**src/design/aurt_pkg.sv**
```systemverilog
package aurt_pkg;
    // register byte offsets
    localparam logic [7:0] ADDR_CTRL    = 8'h00;
    localparam logic [7:0] ADDR_CLKCTL  = 8'h04;
    localparam logic [7:0] ADDR_CNT_LO  = 8'h08;
    localparam logic [7:0] ADDR_CNT_HI  = 8'h0c;
    localparam logic [7:0] ADDR_RLD_LO  = 8'h10;
    localparam logic [7:0] ADDR_RLD_HI  = 8'h14;
    localparam logic [7:0] ADDR_GIE     = 8'h18;
    localparam logic [7:0] ADDR_STATUS  = 8'h1c;
    localparam logic [7:0] ADDR_CLEAR   = 8'h20;
    localparam logic [7:0] ADDR_ENABLE  = 8'h24;
    // control, clock select, gie and status/enable register fields
    localparam int CTRL_HI_OVF  = 7;
    localparam int CTRL_LO_OVF  = 6;
    localparam int CTRL_LO_IEN  = 5;
    localparam int CTRL_SPLIT   = 3;
    localparam int CTRL_RUN     = 2;
    localparam int CTRL_EXTSEL  = 0;
    localparam int CLK_LO_SEL   = 0;
    localparam int CLK_HI_SEL   = 1;
    localparam int GIE_TIMER    = 5;
    localparam int ST_HI        = 0;
    localparam int ST_LO        = 1;
    // reset values
    localparam logic [7:0] CTRL_RST   = 8'h00;
    localparam logic [7:0] BYTE_RST   = 8'h00;
    localparam logic [1:0] IRQ_RST    = 2'h0;
    // clock dividers and bus responses
    localparam int SYS_DIV      = 12;
    localparam int EXT_DIV      = 8;
    localparam logic [1:0] RESP_OKAY   = 2'h0;
    localparam logic [1:0] RESP_SLVERR = 2'h2;
endpackage

```
**src/design/aurt_cnt_if.sv**
```systemverilog
`timescale 1ns/1ps
interface aurt_cnt_if;
    logic       tick;
    logic       reload_now;
    logic [7:0] reload_val;
    logic       wr;
    logic [7:0] wdata;
    logic [7:0] count;
    logic       carry;
    modport ctrl  (output tick, output reload_now, output reload_val, output wr, output wdata,
                   input count, input carry);
    modport timer (input tick, input reload_now, input reload_val, input wr, input wdata,
                   output count, output carry);
endinterface

```
**src/design/aurt_byte_timer.sv**
```systemverilog
`timescale 1ns/1ps
module aurt_byte_timer
    import aurt_pkg::*;
(
    // clock and reset
    input  wire logic aclk,
    input  wire logic aresetn,
    // counter port
    aurt_cnt_if.timer cp
);
    // rolls over on a tick while at all ones
    assign cp.carry = cp.tick && (cp.count == 8'hff);

    // bus write wins over counting
    always_ff @(posedge aclk) begin
        if (!aresetn) begin
            cp.count <= BYTE_RST;
        end else if (cp.wr) begin
            cp.count <= cp.wdata;
        end else if (cp.carry) begin
            cp.count <= cp.reload_now ? cp.reload_val : 8'h00;
        end else if (cp.tick) begin
            cp.count <= cp.count + 8'h01;
        end
    end
endmodule

```
**src/design/aurt_timer.sv**
```systemverilog
`timescale 1ns/1ps
// Contract
// - count built from low and high bytes
// - sources: system clock, /12, external /8
// - external /8 tick synchronised to system clock
// - 16-bit rollover loads both reload bytes
// - 16-bit rollover sets high overflow flag
// - timer irq enable requests on overflow; here it also needs int_en[ST_HI]
// - low rollover irq needs low enable too
// - split mode: two 8-bit auto-reload timers
// - split: run gates high only, low free
// - per-byte select: system or external/div12; the high byte's select acts only in split mode
module aurt_timer
    import aurt_pkg::*;
(
    // clock and reset
    input  wire logic        aclk,
    input  wire logic        aresetn,
    // external oscillator, synchronous sampling
    input  wire logic        ext_osc,
    // axi4-lite write address
    input  wire logic [7:0]  awaddr,
    input  wire logic        awvalid,
    output logic             awready,
    // axi4-lite write data
    input  wire logic [31:0] wdata,
    input  wire logic [3:0]  wstrb,
    input  wire logic        wvalid,
    output logic             wready,
    // axi4-lite write response
    output logic [1:0]       bresp,
    output logic             bvalid,
    input  wire logic        bready,
    // axi4-lite read address
    input  wire logic [7:0]  araddr,
    input  wire logic        arvalid,
    output logic             arready,
    // axi4-lite read data
    output logic [31:0]      rdata,
    output logic [1:0]       rresp,
    output logic             rvalid,
    input  wire logic        rready,
    // interrupt
    output logic             irq
);
    logic [7:0] ctrl;
    logic [1:0] clkctl;
    logic [7:0] rld_lo;
    logic [7:0] rld_hi;
    logic [7:0] gie;
    logic [1:0] status;
    logic [1:0] int_en;
    logic [3:0] div12;
    logic [2:0] div8;
    logic       ext_s1;
    logic       ext_s2;
    logic       ext_s3;
    logic       aw_full;
    logic       w_full;
    logic [7:0] aw_q;
    logic [7:0] w_q;
    logic       w_strb_q;

    aurt_cnt_if lo_if ();
    aurt_cnt_if hi_if ();

    // the two byte counters
    aurt_byte_timer u_lo (
        .aclk    (aclk),
        .aresetn (aresetn),
        .cp      (lo_if.timer)
    );
    aurt_byte_timer u_hi (
        .aclk    (aclk),
        .aresetn (aresetn),
        .cp      (hi_if.timer)
    );

    // mode and clock decode
    wire split    = ctrl[CTRL_SPLIT];
    wire run      = ctrl[CTRL_RUN];
    wire ext_sel  = ctrl[CTRL_EXTSEL];
    wire tick12   = (div12 == 4'(SYS_DIV - 1));
    wire ext_edge = ext_s2 && !ext_s3;
    wire tick_ext = ext_edge && (div8 == 3'(EXT_DIV - 1));
    wire slow     = ext_sel ? tick_ext : tick12;
    wire lo_src   = clkctl[CLK_LO_SEL] ? 1'b1 : slow;
    wire hi_src   = clkctl[CLK_HI_SEL] ? 1'b1 : slow;

    // system clock divided by twelve
    always_ff @(posedge aclk) begin
        if (!aresetn) begin
            div12 <= 4'h0;
        end else begin
            div12 <= tick12 ? 4'h0 : div12 + 4'h1;
        end
    end

    // external oscillator synchroniser and divide by eight
    always_ff @(posedge aclk) begin
        if (!aresetn) begin
            ext_s1 <= 1'b0;
            ext_s2 <= 1'b0;
            ext_s3 <= 1'b0;
            div8   <= 3'h0;
        end else begin
            ext_s1 <= ext_osc;
            ext_s2 <= ext_s1;
            ext_s3 <= ext_s2;
            if (ext_edge) begin
                div8 <= div8 + 3'h1;
            end
        end
    end

    // write channel acceptance, either order
    wire aw_hs  = awvalid && awready;
    wire w_hs   = wvalid && wready;
    wire do_wr  = (aw_full || aw_hs) && (w_full || w_hs);
    wire [7:0] wa  = aw_full ? aw_q : awaddr;
    wire [7:0] wd  = w_full ? w_q : wdata[7:0];
    wire       wst = w_full ? w_strb_q : wstrb[0];
    wire       wen = do_wr && wst;
    wire wr_ctrl   = wen && (wa == ADDR_CTRL);
    wire wr_clkctl = wen && (wa == ADDR_CLKCTL);
    wire wr_cnt_lo = wen && (wa == ADDR_CNT_LO);
    wire wr_cnt_hi = wen && (wa == ADDR_CNT_HI);
    wire wr_rld_lo = wen && (wa == ADDR_RLD_LO);
    wire wr_rld_hi = wen && (wa == ADDR_RLD_HI);
    wire wr_gie    = wen && (wa == ADDR_GIE);
    wire wr_clear  = wen && (wa == ADDR_CLEAR);
    wire wr_enable = wen && (wa == ADDR_ENABLE);
    wire wa_hit    = (wa <= ADDR_ENABLE) && (wa[1:0] == 2'b00) && (wa != ADDR_STATUS);
    assign awready = !aw_full && !bvalid;
    assign wready  = !w_full && !bvalid;

    // counter steering
    assign lo_if.tick       = split ? lo_src : (lo_src && run);
    assign lo_if.reload_now = split ? 1'b1 : (hi_if.count == 8'hff);
    assign lo_if.reload_val = rld_lo;
    assign lo_if.wr         = wr_cnt_lo;
    assign lo_if.wdata      = wd;
    assign hi_if.tick       = split ? (hi_src && run) : lo_if.carry;
    assign hi_if.reload_now = 1'b1;
    assign hi_if.reload_val = rld_hi;
    assign hi_if.wr         = wr_cnt_hi;
    assign hi_if.wdata      = wd;
    wire ev_hi = hi_if.carry;
    wire ev_lo = lo_if.carry;

    // write holding and response
    always_ff @(posedge aclk) begin
        if (!aresetn) begin
            aw_full  <= 1'b0;
            w_full   <= 1'b0;
            aw_q     <= 8'h00;
            w_q      <= 8'h00;
            w_strb_q <= 1'b0;
            bvalid   <= 1'b0;
            bresp    <= RESP_OKAY;
        end else begin
            if (do_wr) begin
                aw_full <= 1'b0;
                w_full  <= 1'b0;
                bvalid  <= 1'b1;
                bresp   <= wa_hit ? RESP_OKAY : RESP_SLVERR;
            end else begin
                if (aw_hs) begin
                    aw_full <= 1'b1;
                    aw_q    <= awaddr;
                end
                if (w_hs) begin
                    w_full   <= 1'b1;
                    w_q      <= wdata[7:0];
                    w_strb_q <= wstrb[0];
                end
                if (bvalid && bready) begin
                    bvalid <= 1'b0;
                end
            end
        end
    end

    // software registers, hardware set wins over clear
    always_ff @(posedge aclk) begin
        if (!aresetn) begin
            ctrl   <= CTRL_RST;
            clkctl <= 2'h0;
            rld_lo <= BYTE_RST;
            rld_hi <= BYTE_RST;
            gie    <= 8'h00;
            int_en <= IRQ_RST;
            status <= IRQ_RST;
        end else begin
            if (wr_ctrl) begin
                ctrl <= wd & 8'hed;
            end
            if (ev_hi) begin
                ctrl[CTRL_HI_OVF] <= 1'b1;
            end
            if (ev_lo && split) begin
                ctrl[CTRL_LO_OVF] <= 1'b1;
            end
            if (wr_clkctl) begin
                clkctl <= wd[1:0];
            end
            if (wr_rld_lo) begin
                rld_lo <= wd;
            end
            if (wr_rld_hi) begin
                rld_hi <= wd;
            end
            if (wr_gie) begin
                gie <= wd;
            end
            if (wr_enable) begin
                int_en <= wd[1:0];
            end
            status <= (status & ~(wr_clear ? wd[1:0] : 2'h0)) | {ev_lo, ev_hi};
        end
    end

    // interrupt: high overflow needs its int_en bit, low rollover needs its int_en bit and the control enable
    wire gie_on = gie[GIE_TIMER];
    wire hi_req = status[ST_HI] && int_en[ST_HI];
    wire lo_req = status[ST_LO] && int_en[ST_LO] && ctrl[CTRL_LO_IEN];
    always_ff @(posedge aclk) begin
        if (!aresetn) begin
            irq <= 1'b0;
        end else begin
            irq <= gie_on && (hi_req || lo_req);
        end
    end

    // read channel
    logic [7:0] rd_mux;
    logic       rd_hit;
    always_comb begin
        rd_hit = 1'b1;
        case (araddr)
            ADDR_CTRL:   rd_mux = ctrl;
            ADDR_CLKCTL: rd_mux = {6'h00, clkctl};
            ADDR_CNT_LO: rd_mux = lo_if.count;
            ADDR_CNT_HI: rd_mux = hi_if.count;
            ADDR_RLD_LO: rd_mux = rld_lo;
            ADDR_RLD_HI: rd_mux = rld_hi;
            ADDR_GIE:    rd_mux = gie;
            ADDR_STATUS: rd_mux = {6'h00, status};
            ADDR_CLEAR:  rd_mux = 8'h00;
            ADDR_ENABLE: rd_mux = {6'h00, int_en};
            default: begin
                rd_mux = 8'h00;
                rd_hit = 1'b0;
            end
        endcase
    end
    assign arready = !rvalid;
    always_ff @(posedge aclk) begin
        if (!aresetn) begin
            rvalid <= 1'b0;
            rdata  <= 32'h0000_0000;
            rresp  <= RESP_OKAY;
        end else if (arvalid && arready) begin
            rvalid <= 1'b1;
            rdata  <= {24'h00_0000, rd_mux};
            rresp  <= rd_hit ? RESP_OKAY : RESP_SLVERR;
        end else if (rready) begin
            rvalid <= 1'b0;
        end
    end
endmodule

```
**config.mk**
```make
export PLATFORM = sky130hd
export DESIGN_NAME = aurt_timer
export DESIGN_NICKNAME = d
export VERILOG_FILES = /design/src/design/aurt_pkg.sv /design/src/design/aurt_cnt_if.sv /design/src/design/aurt_byte_timer.sv /design/src/design/aurt_timer.sv
export SDC_FILE = /design/constraint.sdc
export NUM_CORES = 1
export LEC_CHECK = 0
export BUFFER_PORTS_ARGS = -buffer_cell sky130_fd_sc_hd__buf_2
export CORE_MARGIN = 2
export CORE_UTILIZATION = 50
export DETAILED_ROUTE_END_ITERATION = 12
export MAX_ROUTING_LAYER = met4
export PLACE_DENSITY = 0.76
export SLEW_MARGIN = 10
export SYNTH_ARGS = -nofsm -noshare
export SYNTH_HDL_FRONTEND = slang
export SYNTH_SLANG_ARGS = --single-unit
export TNS_END_PERCENT = 50
```
**constraint.sdc**
```tcl
create_clock -name aclk -period 2 [get_ports aclk]
set_input_delay 0.2 -clock aclk [delete_from_list [all_inputs] [get_ports aclk]]
set_output_delay 0.2 -clock aclk [all_outputs]
set_load 0.05 [all_outputs]
```
# [Word-level counts from Yosys, hierarchy flattened]
# Index checks and enable logic that the tools add are counted.
[totals] ff_bits=96 romBits=0 mem_bits_rw=0 inputBits=60 out_inout_bits=42 latch_bits=0 n_memories=0 wordCells=139
[classes] bitwise_logic=5 mul=0 n_reduce_logical=52 mux=28 eq_ne=22 addsub=4 shifts=0 n_lt_le_gt_ge=1 n_div=0
[ops] op="8-bit two-way mux" n=10
[ops] op="8-bit one-hot mux with 9 select lines" n=1
[ops] op="8-bit by 5-bit equality test with 1-bit output (second input constant)" n=7
[ops] op="8-bit by 4-bit equality test with 1-bit output (second input constant)" n=4
[ops] op="8-bit by 6-bit equality test with 1-bit output (second input constant)" n=4
[ops] op="1-bit logical AND" n=30
[ops] op="8-bit by 1-bit adder with 8-bit output (second input constant)" n=2
[ops] op="8-bit by 3-bit equality test with 1-bit output (second input constant)" n=2
[ops] op="8-bit equality test (second input constant)" n=2
[ops] op="8-bit zero test" n=2
[ops] op="1-bit two-way mux" n=14
[ops] op="10-bit OR reduction" n=1
[ops] op="8-bit by 6-bit less-or-equal comparator with 1-bit output (second input constant)" n=1
[ops] op="8-bit by 5-bit inequality test with 1-bit output (second input constant)" n=1
[ops] op="2-bit nonzero test" n=4
[ops] op="2-bit two-way mux" n=3
[ops] op="3-bit nonzero test" n=2
[ops] op="1-bit zero test" n=5
[ops] op="4-bit by 1-bit adder with 4-bit output (second input constant)" n=1
[ops] op="4-bit equality test (second input constant)" n=1
[ops] op="2-bit AND reduction" n=2
[ops] op="2-bit OR reduction" n=2
[ops] op="3-bit by 1-bit adder with 3-bit output (second input constant)" n=1
[ops] op="3-bit equality test (second input constant)" n=1
[ops] op="6 further kinds" n=9

# [Logic depth before layout (Yosys ltp)]
# Gate-level depths: netlist (run 1).
[logic_depth] ltp_word=12 mapped_depth=8 mapped_depth_nobuf=7

# [Cells and area by module]
# A second synthesis (run 1) with hierarchy kept.
[hier_totals] cells_unflattened=584 hier_area_um2=5223.8
[by_module_without_submodules] module="aurt_timer" instances=1 seq_area_each_um2=1561.5 cells_per_inst=432 area_each_um2=4053.9
[by_module_without_submodules] module="aurt_byte_timer at u_hi" instances=1 seq_area_each_um2=160.2 cells_per_inst=77 area_each_um2=591.8
[by_module_without_submodules] module="aurt_byte_timer at u_lo" instances=1 seq_area_each_um2=160.2 cells_per_inst=75 area_each_um2=578.1

# [Worst setup path after synthesis (run 1)]
# OpenSTA, ideal clock, no wires.
[synth_timing] path_type="reg2reg" startpoint="register bvalid" endpoint="register u_lo.cp.count[2]" arrival_ns=1.896 t_required_ns=1.865 setup_ns=0.135 path_buffers=1 stages_incl_launch_ff=7 synth_period_minus_slack_ns=2.032 path_slack_ns=-0.032 path_cell_list="dfxtp_1 -> nor2b_1 -> o221a_2 -> and3_1 -> buf_4 -> a2111oi_0 -> a311oi_1"
[synth_between] elab_chain_cells=8 word_cells_on_any_way=12 cone_classes="1 x mux; 11 x reduce/logical"
[synth_lines] element="start, declared" line="aurt_timer.sv:32" text="output logic bvalid,"
[synth_lines] element="start signal, assigned" line="aurt_timer.sv:159" text="bvalid <= 1'b0;"
[synth_lines] element="start signal, assigned" line="aurt_timer.sv:165" text="bvalid <= 1'b1;"
[synth_lines] element="start signal, assigned" line="aurt_timer.sv:178" text="bvalid <= 1'b0;"
[synth_lines] element="1-bit zero test *" line="aurt_timer.sv:134, aurt_timer.sv:135"
[synth_lines] element="1-bit logical AND, on equally long branches" line="aurt_timer.sv:134, aurt_timer.sv:135"
[synth_lines] element="1-bit logical AND, on equally long branches" line="aurt_timer.sv:117, aurt_timer.sv:118"
[synth_lines] element="1-bit logical OR" line="aurt_timer.sv:119" text="wire do_wr = (aw_full || aw_hs) && (w_full || w_hs);"
[synth_lines] element="1-bit logical AND *" line="aurt_timer.sv:119"
[synth_lines] element="1-bit logical AND *" line="aurt_timer.sv:123" text="wire wen = do_wr && wst;"
[synth_lines] element="1-bit logical AND *" line="aurt_timer.sv:126" text="wire wr_cnt_lo = wen && (wa == ADDR_CNT_LO);"
[synth_lines] element="3-bit nonzero test (no line) or 8-bit two-way mux (tied branches)"
[synth_lines] element="end signal, assigned" line="aurt_byte_timer.sv:19" text="cp.count <= cp.wdata;"
[synth_lines] element="end signal, assigned" line="aurt_byte_timer.sv:21" text="cp.count <= cp.reload_now ? cp.reload_val : 8'h00;"
[synth_lines] element="end signal, assigned" line="aurt_byte_timer.sv:23" text="cp.count <= cp.count + 8'h01;"
[synth_lines] element="end, declared" line="aurt_cnt_if.sv:13" text="output count, output carry);"
# Every way passes the cells marked *; elsewhere a longest branch is shown, timed or not.
# A chain may end at the register's enable or synchronous reset.

# [Worst setup path in the final report (run 1)]
[layout_timing] startpoint="register aw_full" endpoint="register rld_hi[7] (netlist: hi_if.reload_val[7])"
[layout_between] elab_chain_cells=7 word_cells_on_any_way=9 cone_classes="1 x eq/ne; 1 x mux; 7 x reduce/logical"
[layout_lines] element="start, declared" line="aurt_timer.sv:58" text="logic aw_full;"
[layout_lines] element="start signal, assigned" line="aurt_timer.sv:154" text="aw_full <= 1'b0;"
[layout_lines] element="start signal, assigned" line="aurt_timer.sv:163" text="aw_full <= 1'b0;"
[layout_lines] element="start signal, assigned" line="aurt_timer.sv:169" text="aw_full <= 1'b1;"
[layout_lines] element="1-bit zero test" line="aurt_timer.sv:134" text="assign awready = !aw_full && !bvalid;"
[layout_lines] element="1-bit logical AND" line="aurt_timer.sv:134"
[layout_lines] element="1-bit logical AND" line="aurt_timer.sv:117" text="wire aw_hs = awvalid && awready;"
[layout_lines] element="1-bit logical OR" line="aurt_timer.sv:119"
[layout_lines] element="1-bit logical AND" line="aurt_timer.sv:119"
[layout_lines] element="1-bit logical AND" line="aurt_timer.sv:123"
[layout_lines] element="1-bit logical AND *" line="aurt_timer.sv:129" text="wire wr_rld_hi = wen && (wa == ADDR_RLD_HI);"
[layout_lines] element="end signal, assigned" line="aurt_timer.sv:211" text="rld_hi <= wd;"
[layout_lines] element="end, declared" line="aurt_timer.sv:49" text="logic [7:0] rld_hi;"
# Marks and branches as above.

==> impl_metrics.json, run 1 <==
{
  "place.port_buffers": 48,
  "root_buffer": "clkbuf_8",
  "swShare_pct": 30.50,
  "grt_max_degree": 66,
  "track_usage_pct": 25.00,
  "p_leak_nw": 2.730,
  "cp.required_ns": 2.25,
  "cts_made_buffers": 9,
  "area_growth_pct": 16.39,
  "crit_chain": "buf_12, or4b_4, o22ai_4, nand4_4, mux2i_1, nor2_1",
  "outcome": "completed",
  "fin_ws_ns": 0.02683,
  "min_period_ns": 1.973,
  "grt_pass1_vias": 4338,
  "ys_warn_count": 0,
  "period_share_pct": 98.66,
  "pwr-share-seq_pct": 49.0,
  "critPathLaunchType": "flip-flop",
  "clk_latency_ns": 0.37,
  "ir_worst_vdd_v": 0.0005050,
  "dpl.hpwl_um": 9919,
  "final-hold-violation-count": 0,
  "hold_class": "in2reg",
  "ys_async_sr_fraction_pct": 0,
  "antenna_found_initial": 0,
  "syn_inst": 577,
  "overflow": 0,
  "ys_seq_area_share_pct": 36.24,
  "p_total_mw": 3.977,
  "final_util_pct": 59.34,
  "dr_wl_met3_um": 1040,
  "ctsHoldBuffers": 0,
  "rsz0062_at_grt": "yes",
  "yosysUniqueCellTypes": 75,
  "final_cell_count_no_fill": 796,
  "gp_congestion": 0.9489,
  "max_stage_delay_ns": 0.50,
  "dpl_cell_area_um2": 5685,
  "fmax_ghz": 0.5068,
  "diodes": 0,
  "slew_violations": 0,
  "grt_pass1_wl_um": 21710,
  "power_density_nw_per_um2": 658.0,
  "path_class": "reg2reg",
  "cp.arrival_ns": 2.22,
  "h-tree-depth": 3,
  "first_iter_violations": 446,
  "worstPathMaxFanout": 12,
  "synth_ff_type": "dfxtp_1",
  "drtAntennaViolNets": 0,
  "worst_slew_margin_rel_pct": 57.88,
  "syn_avg_cell_area_um2": 8.999,
  "ys_seq_elements": 94,
  "cts_tree": "done",
  "ctsLongestPathBuffers": 2,
  "clock-skew-final_ns": 0.01014,
  "drt_wl_total_um": 13960,
  "fin_area_um2": 6043,
  "power_frac_comb_pct": 17.5,
  "core_um2": 10180,
  "dp.cells": 772,
  "drv_cap": 0,
  "nets": 720,
  "switchingPower_mw": 1.213,
  "dr_total_vias": 4673,
  "die_w_um": 105.9,
  "initial_core_util_pct": 50.98,
  "intPower_mw": 2.764,
  "die_area_um2": 11220,
  "hold_depth": 2,
  "drive_gt1_share_pct": 23.94,
  "die_h_um": 105.9,
  "worst_pin_slew_ns": 0.6299,
  "top_layer_used": "met4",
  "row_count": 37,
  "pre_cts_slack_ns": -0.04378,
  "pwr-share-clk_pct": 33.4,
  "ioPinCount": 102,
  "crit_path_top_delay_cell": "or4b_4",
  "synth_edf_count": 0,
  "viasPerCell": 5.871,
  "post_drt_wl_per_cell_um": 17.54,
  "met1_length_um": 5729,
  "drc": 0,
  "endpoint_kind": "flip-flop",
  "met2_length_um": 6871,
  "rr_worst_depth": 6,
  "clk_pin_slew_ns": 0.09,
  "setup_viol": 0,
  "netlist_area_um2": 5192,
  "drtPass1Iterations": 7,
  "cts.sink_count": 94
}
-- worst paths after layout --
kind	from	to	slack, ns
setup / recovery	aw_full	hi_if.reload_val[7]	0.03
hold / removal	rready	rvalid	0.009
setup reg to reg	aw_full	hi_if.reload_val[7]	0.03
hold reg to reg	ext_s1	ext_s2	0.44
-- per-layer routing --
layer	up-vias	GRT usage, %
li1	2210	-
met1	2222	30.08
met2	204	42.90
met3	37	4.292
met4	0	7.801
met5	-	-
-- stage by stage --
stage	TNS [ns]	hold slack [ns]
final	0	0.008800
after global placement	0	0.3877
after global routing	-0.2148	0.01220
after CTS	0	0.007545
after detailed placement	-0.05170	0.3951
after floorplan	0	0.2990
-- cell usage after synthesis, types with 3 or more instances --
cell / instances / area share (%)
o2bb2ai_1: 3 / 0.51
nor3_1: 10 / 0.96
a22o_1: 5 / 0.84
and3_1: 8 / 0.96
a31oi_1: 6 / 0.72
and4_1: 3 / 0.51
o32ai_1: 3 / 0.51
nand4_4: 3 / 1.2
a21o_1: 4 / 0.58
nor3b_1: 6 / 0.87
nand2b_1: 7 / 0.84
nand4_1: 8 / 0.96
dfxtp_1: 94 / 36
buf_4: 29 / 4.2
mux2_2: 13 / 2.8
mux2i_1: 60 / 12
mux4_2: 4 / 1.7
buf_6: 3 / 0.65
nor2b_1: 12 / 1.4
and2_1: 8 / 0.96
nand3b_1: 4 / 0.58
buf_2: 6 / 0.58
ha_1: 5 / 1.2
nand2_1: 30 / 2.2
a21oi_1: 26 / 2.5
inv_1: 12 / 0.87
o211ai_1: 4 / 0.58
a211oi_1: 3 / 0.43
nor2_1: 76 / 5.5
nand3_1: 23 / 2.2
o21ai_0: 23 / 2.2
clkbuf_1: 17 / 1.2
-- area by class of cell --
type | count | area [um2]
fillers | 893 | 4141
multi-input cells | 442 | 3097
flip-flops and latches | 94 | 1888
repair buffers | 96 | 638.1
well taps | 136 | 170.2
clock buffers | 10 | 137.6
clock inverters | 6 | 67.56
inverters | 12 | 45.04
-- placed cells by master, fill, tap and decap left out, types with 13 or more instances in the layout --
cell type  count
conb_1        26
dfxtp_1       91
o21ai_0       21
mux2_2        13
mux2i_1       60
nand2_1       29
buf_4         45
nor2_1        76
nand3_1       22
a21oi_1       26
buf_2         48
-- cells by family after synthesis --
kind of cell,after synthesis,share of synthesized area (%)
AO/OA/AOI/OAI,117,16.29
XOR/XNOR,4,0.6748
adder cells (fa/ha/maj),5,1.205
buffers and inverters,67,7.518
flip-flops,94,36.24
multiplexers,77,16.12
other,1,0.07222
AND/OR/NAND/NOR,212,21.88
-- power by group through the flow --
stage | Clock (mW) | Sequential [mW] | Combinational, mW
4_1_cts | 1.33 | 1.95 | 0.656
5_1_grt | 1.42 | 1.96 | 0.741
6_report | 1.33 | 1.95 | 0.697
3_3_place_gp | 0 | 1.99 | 0.637
2_1_floorplan | 0 | 2.01 | 0.496
3_5_place_dp | 0 | 1.99 | 0.653
-- critical path: cells and delay by family, from the launching register on --
kind	cells	cell delay, ns
flip-flops	1	0.37
AND/OR/NAND/NOR	3	0.83
AO/OA/AOI/OAI	1	0.26
multiplexers	1	0.25
buffers and inverters	1	0.14
-- sequential cells by signal, summed over array words and instances, names as in the netlist, 2 cells and up --
register,flops
aw_q,8
clkctl,2
ctrl,6
div12,4
div8,3
gie,8
hi_if.reload_val,8
int_en,2
lo_if.reload_val,8
rdata,8
status,2
u_hi.cp.count,8
u_lo.cp.count,8
w_q,8
-- what timing repair did --
action                     in CTS  in global routing
buffers inserted                0                  7
setup endpoints to repair      16                 39
resized for setup               3                 15
gates cloned                    0                  1
pin swaps                       1                 10
No activity file was read; power rests on OpenSTA's default activity.
==> inputs of run 2 (changes only) <==
--- a/config.mk
+++ b/config.mk
@@ -5,12 +5,13 @@
 export SDC_FILE = /design/constraint.sdc
 export NUM_CORES = 1
 export LEC_CHECK = 0
-export BUFFER_PORTS_ARGS = -buffer_cell sky130_fd_sc_hd__buf_2
+export BUFFER_PORTS_ARGS = -buffer_cell sky130_fd_sc_hd__buf_4
 export CORE_MARGIN = 2
 export CORE_UTILIZATION = 50
 export DETAILED_ROUTE_END_ITERATION = 12
 export MAX_ROUTING_LAYER = met4
 export PLACE_DENSITY = 0.76
+export SKIP_LAST_GASP = 1
 export SLEW_MARGIN = 10
 export SYNTH_ARGS = -nofsm -noshare
 export SYNTH_HDL_FRONTEND = slang
==> run 2 against run 1 <==
Against the previous run:
- routed wire length shrank 1.5%
- register-to-register slack barely moved
- die area unchanged
- sequential share of layout area shrank 0.19 points
- setup slack worse by 0.0014 ns
- count of clock-buffer cells in the layout decreased by 1
- non-clock buffer count down 4
- global-route usage grew 1.1 points
- critical path type unchanged
==> impl_metrics.json, run 2 (synthesis gave the netlist of run 1 again) <==
{
  "clk_pin_slew_ns": 0.10,
  "critPathLaunchType": "flip-flop",
  "drc": 0,
  "die_h_um": 105.9,
  "first_iter_violations": 386,
  "dpl_cell_area_um2": 5828,
  "grt_pass1_wl_um": 22630,
  "ctsHoldBuffers": 0,
  "cts_tree": "done",
  "final_common_cell": "dfxtp_1",
  "fillers": 882,
  "layout_common_cells": "91 x dfxtp_1, 90 x buf_4, 76 x nor2_1",
  "r2r-start": "aw_full",
  "grt_max_degree": 68,
  "antenna_found_initial": 0,
  "worstPathMaxFanout": 7,
  "setup_viol": 0,
  "holdPathEnd": "rvalid",
  "endpoint_kind": "flip-flop",
  "period_share_pct": 98.73,
  "clock-skew-final_ns": 0.01661,
  "overflow": 0,
  "viasPerCell": 5.841,
  "cts_made_buffers": 9,
  "die_area_um2": 11220,
  "min_period_ns": 1.975,
  "dpl.hpwl_um": 10120,
  "drtPass1Iterations": 6,
  "clk_latency_ns": 0.37,
  "rsz0062_at_grt": "yes",
  "slew_violations": 0,
  "path_class": "reg2reg",
  "pre_cts_slack_ns": -0.06793,
  "worst_pin_slew_ns": 0.5929,
  "p_total_mw": 4.054,
  "ioPinCount": 102,
  "nets": 715,
  "place.port_buffers": 48,
  "drv_cap": 0,
  "max_stage_delay_ns": 0.41,
  "hold_depth": 2,
  "cts.sink_count": 94,
  "reg2reg_slack_ns": 0.03,
  "initial_core_util_pct": 50.98,
  "core_um2": 10180,
  "p_leak_nw": 2.699,
  "die_w_um": 105.9,
  "crit_chain": "or3b_4, a222oi_1, buf_4, nand4_1, mux2i_1, nor2_1",
  "drive_gt1_share_pct": 22.75,
  "worst_slew_margin_rel_pct": 60.35,
  "post_drt_wl_per_cell_um": 17.40,
  "area_growth_pct": 17.08,
  "row_count": 37,
  "drt_wl_total_um": 13760,
  "ir_worst_vdd_v": 0.0004727,
  "crit_path_top_delay_cell": "or3b_4",
  "outcome": "completed",
  "drtAntennaViolNets": 0,
  "final-hold-violation-count": 0,
  "rr_worst_depth": 6,
  "root_buffer": "clkbuf_8",
  "fin_tns_setup_ns": 0,
  "hold_class": "in2reg",
  "gp_congestion": 0.9246,
  "ctsLongestPathBuffers": 2,
  "cp.arrival_ns": 2.23,
  "cp.required_ns": 2.25,
  "diodes": 0,
  "dr_total_vias": 4620,
  "timing.rr.end": "int_en[1]",
  "fin_area_um2": 6080,
  "track_usage_pct": 26.15,
  "h-tree-depth": 3,
  "fin_ws_ns": 0.02543,
  "power_density_nw_per_um2": 666.8,
  "fmax_ghz": 0.5064,
  "hold_start": "rready",
  "grt_pass1_vias": 4470
}
## run 2: changes by cell type in the layout (fill, tap and decap cells not counted), sizes merged
cell,previous run,this run
bufinv,1,2
clkinvlp,2,1
clkinv,1,2
nand3b,6,5
clkbuf,10,9
buf,96,92
## run 2: area by class of cell
type / instances / area, um2 / area share, %
Inverter: 12 / 45.04 / 0.7409
Clock buffer: 9 / 123.9 / 2.037
Multi-Input combinational cell: 441 / 3042 / 50.03
Sequential cell: 94 / 1888 / 31.06
Timing Repair Buffer: 92 / 715.7 / 11.77
Tap cell: 136 / 170.2 / 2.799
Clock inverter: 7 / 95.09 / 1.564
## run 2: report_power, final
part	internal [mW]	switching, mW
registers	1.91	0.0354
logic	0.237	0.456
clock network	0.709	0.702
total	2.86	1.19
## run 2: metrics by stage
stage / hold WS, ns / utilization (%) / cells
after floorplan: 0.2990 / - / 602
after global placement: 0.3872 / 57.22 / 775
after detailed placement: 0.3935 / 57.22 / 775
after CTS: 0.001553 / 59.40 / 791
after global routing: 0.01740 / 59.69 / 791
final: 0.002802 / 59.69 / 791
## run 2: metal layers
| metal | part of all wire (%) | GRT usage, % | routed length [um] | vias up |
|---|---|---|---|---|
| met3 | 6.1 | 3.433 | 841 | 36 |
| met5 | 0 | - | 0 | - |
| li1 | - | - | - | 2197 |
| met1 | 44 | 33.58 | 6024 | 2190 |
| met2 | 47 | 41.98 | 6409 | 197 |
| met4 | 3.5 | 10.53 | 485 | 0 |
## run 2: worst max-delay path by stage
stage,from,endpoint,slack (ns)
after floorplan,u_hi.cp.count[0],u_lo.cp.count[7],0.10
after global placement,aw_full,hi_if.reload_val[2],0.02
after detailed placement,div8[0],u_lo.cp.count[2],-0.07
after CTS,aw_full,int_en[1],0.02
after global routing,aw_full,int_en[1],-0.05
final,aw_full,int_en[1],0.03
## run 2: critical path: cells and delay by family, from the launching register on
family	cells	cell delay, ns
AO/OA/AOI/OAI	1	0.24
buffers and inverters	1	0.23
multiplexers	1	0.27
AND/OR/NAND/NOR	3	0.73
flip-flops	1	0.39
## run 2: repair_timing
item | CTS | global route
setup buffers | 0 | 0
resized for setup | 2 | 8
setup endpoints to repair | 24 | 28
endpoints found under the hold margin | 0 | 0
pin swaps | 1 | 1
==> inputs of run 3 (changes only) <==
--- a/config.mk
+++ b/config.mk
@@ -5,12 +5,12 @@
 export SDC_FILE = /design/constraint.sdc
 export NUM_CORES = 1
 export LEC_CHECK = 0
+export ABC_AREA = 1
 export BUFFER_PORTS_ARGS = -buffer_cell sky130_fd_sc_hd__buf_4
 export CORE_MARGIN = 2
-export CORE_UTILIZATION = 50
+export CORE_UTILIZATION = 40
 export DETAILED_ROUTE_END_ITERATION = 12
 export MAX_ROUTING_LAYER = met4
-export PLACE_DENSITY = 0.76
 export SKIP_LAST_GASP = 1
 export SLEW_MARGIN = 10
 export SYNTH_ARGS = -nofsm -noshare
==> run 3 against run 2 <==
Against the previous run:
- non-clock buffer count decreased by 18
- cell count increased by 25%
- register-to-register slack improved by 0.13 ns
- sequential power about the same
- critical path type unchanged
- critical endpoint is now u_lo.cp.count[7]
- highest routed layer unchanged
==> impl_metrics.json, run 3 <==
{
  "ctsLongestPathBuffers": 2,
  "die_h_um": 116.5,
  "viasPerCell": 4.903,
  "clk_pin_slew_ns": 0.06,
  "hold_depth": 3,
  "rsz0062_at_grt": "yes",
  "rr_worst_depth": 11,
  "antenna_found_initial": 0,
  "netlist_area_um2": 5064,
  "clock-skew-final_ns": 0.005968,
  "drc": 0,
  "critPathLaunchType": "flip-flop",
  "dp.cells": 975,
  "synth.most_common_cell": "nand2_1",
  "dr_total_vias": 4864,
  "ioPinCount": 102,
  "initial_core_util_pct": 40.62,
  "ys_async_sr_fraction_pct": 0,
  "place.port_buffers": 48,
  "root_buffer": "clkbuf_16",
  "post_drt_wl_per_cell_um": 14.02,
  "whs_ns": 0.02669,
  "synth_top_area_share_pct": 37.16,
  "cp.arrival_ns": 2.07,
  "hold_class": "in2reg",
  "final-hold-violation-count": 0,
  "hold_start": "ext_osc",
  "reg2reg_slack_ns": 0.15,
  "drv_cap": 0,
  "p_leak_nw": 2.530,
  "h-tree-depth": 3,
  "yosysTopAreaCell": "dfxtp_1",
  "track_usage_pct": 21.89,
  "ys_seq_area_share_pct": 37.16,
  "row_count": 41,
  "gp_congestion": 0.9201,
  "clk_latency_ns": 0.35,
  "synth_edf_count": 0,
  "setup_viol": 0,
  "drtAntennaViolNets": 0,
  "cp-startpoint": "div8[0]",
  "slew_violations": 0,
  "cp.required_ns": 2.22,
  "ctsHoldBuffers": 0,
  "synth_common_cells": "136 x nand2_1, 95 x inv_1, 94 x dfxtp_1, 94 x nor2_1, 75 x a21oi_1",
  "area_growth_pct": 17.69,
  "drt_wl_total_um": 13910,
  "outcome": "completed",
  "r2r-start": "div8[0]",
  "nets": 880,
  "synth_ff_type": "dfxtp_1",
  "yosysUniqueCellTypes": 37,
  "diodes": 0,
  "syn_avg_cell_area_um2": 6.734,
  "fmax_ghz": 0.5417,
  "cts_made_buffers": 9,
  "ys_seq_elements": 94,
  "drive_gt1_share_pct": 16.34,
  "overflow": 0,
  "endpoint_kind": "flip-flop",
  "die_area_um2": 13570,
  "final_cell_count_no_fill": 992,
  "power_density_nw_per_um2": 750.3,
  "die_w_um": 116.5,
  "cts.sink_count": 94,
  "grt_pass1_wl_um": 21990,
  "fin_tns_setup_ns": 0,
  "cts_tree": "done",
  "final_common_cell": "nand2_1",
  "synth_area_leaders": "dfxtp_1 37%, nand2_1 10%, a21oi_1 7.4%",
  "grt_max_degree": 33,
  "path_class": "reg2reg",
  "worstPathMaxFanout": 14,
  "grt_pass1_vias": 4364,
  "min_period_ns": 1.846,
  "dpl.hpwl_um": 10530,
  "ys_warn_count": 0,
  "ir_worst_vdd_v": 0.0004927,
  "syn_inst": 752,
  "core_um2": 12470,
  "first_iter_violations": 302,
  "drtPass1Iterations": 5,
  "period_share_pct": 92.30,
  "layout_common_cells": "136 x nand2_1, 95 x inv_1, 94 x dfxtp_1"
}
-- run 3: cell count changes after synthesis, moves of 13 or more --
cell     before  now
nor2_1       76   94
a21oi_1      26   75
inv_1        12   95
mux2_2       13    0
o22ai_1       2   16
o21ai_1       2   15
nand2_1      30  136
nand3_1      23   38
o21ai_0      23   62
mux2i_1      60    0
-- run 3: metrics by stage --
| stage | total power, mW | setup WS (ns) | util (%) | area, um2 |
|---|---|---|---|---|
| finish | 4.471 | 0.1540 | 47.81 | 5959 |
| global route | 4.651 | -0.008796 | 47.81 | 5959 |
| CTS | 4.510 | 0.1409 | 47.63 | 5937 |
| detailed placement | 2.740 | 0.1666 | 45.20 | 5634 |
| global placement | 2.725 | 0.1921 | 45.20 | 5634 |
| floorplan | 2.551 | 0.1815 | - | 5162 |
-- run 3: final cells by class --
type | instances | area (um2)
fill | 1298 | 6506
multi-input combinational | 529 | 2587
sequential | 94 | 1882
timing repair buffer | 74 | 568.0
inverter | 107 | 404.1
clock buffer | 13 | 260.3
tap | 172 | 215.2
clock inverter | 3 | 42.54
-- run 3: kinds of logic (layout without fill, tap and decap cells) --
logic type / count (synthesis) / in the layout / synth area share (%)
other: 1 / 26 / 0.07406
xor gates and xnor gates: 12 / 12 / 2.076
and+or+nand+nor: 305 / 305 / 26.44
adders and majority gates: 5 / 5 / 1.235
DFF: 94 / 94 / 37.16
AOI/OAI and AO/OA: 181 / 181 / 19.03
buffers and inverters: 154 / 197 / 13.99
-- run 3: timing repair --
item | CTS | global route
hold endpoints to repair | 0 | 0
resized for setup | 0 | 3
endpoints found under the setup margin | 0 | 9
setup buffers | 0 | 1
-- run 3: final timing paths --
kind                                    endpoint
worst min register to register            ext_s2
worst min-delay path                      ext_s1
worst max-delay path            u_lo.cp.count[7]
worst max register to register  u_lo.cp.count[7]
-- run 3: per-layer routing --
layer  GRT usage [%]  vias up  routed length, um
li1                -     2492                  -
met1           28.57     2190               6380
met2           33.57      154               6209
met3           2.854       28                807
met4           10.63        0                510
met5               -        -                  0
-- run 3: worst max-delay path, stage by stage (launching register included) --
cell     delay, ns
dfxtp_1       0.33
ha_1          0.20
ha_1          0.18
nand4_1       0.11
nand3_1       0.20
nand3_1       0.12
buf_4         0.21
a21oi_1       0.07
nand2_1       0.08
nand2_1       0.05
a21oi_1       0.13
nor2_1        0.05
-- run 3: power breakdown --
part           switching (mW)  total (mW)  leakage, nW  internal [mW]
Combinational           0.510       0.719         1.62          0.209
Clock                   0.737        1.77        0.146           1.04
Sequential             0.0373        1.98        0.763           1.94
Total                    1.28        4.47         2.53           3.19
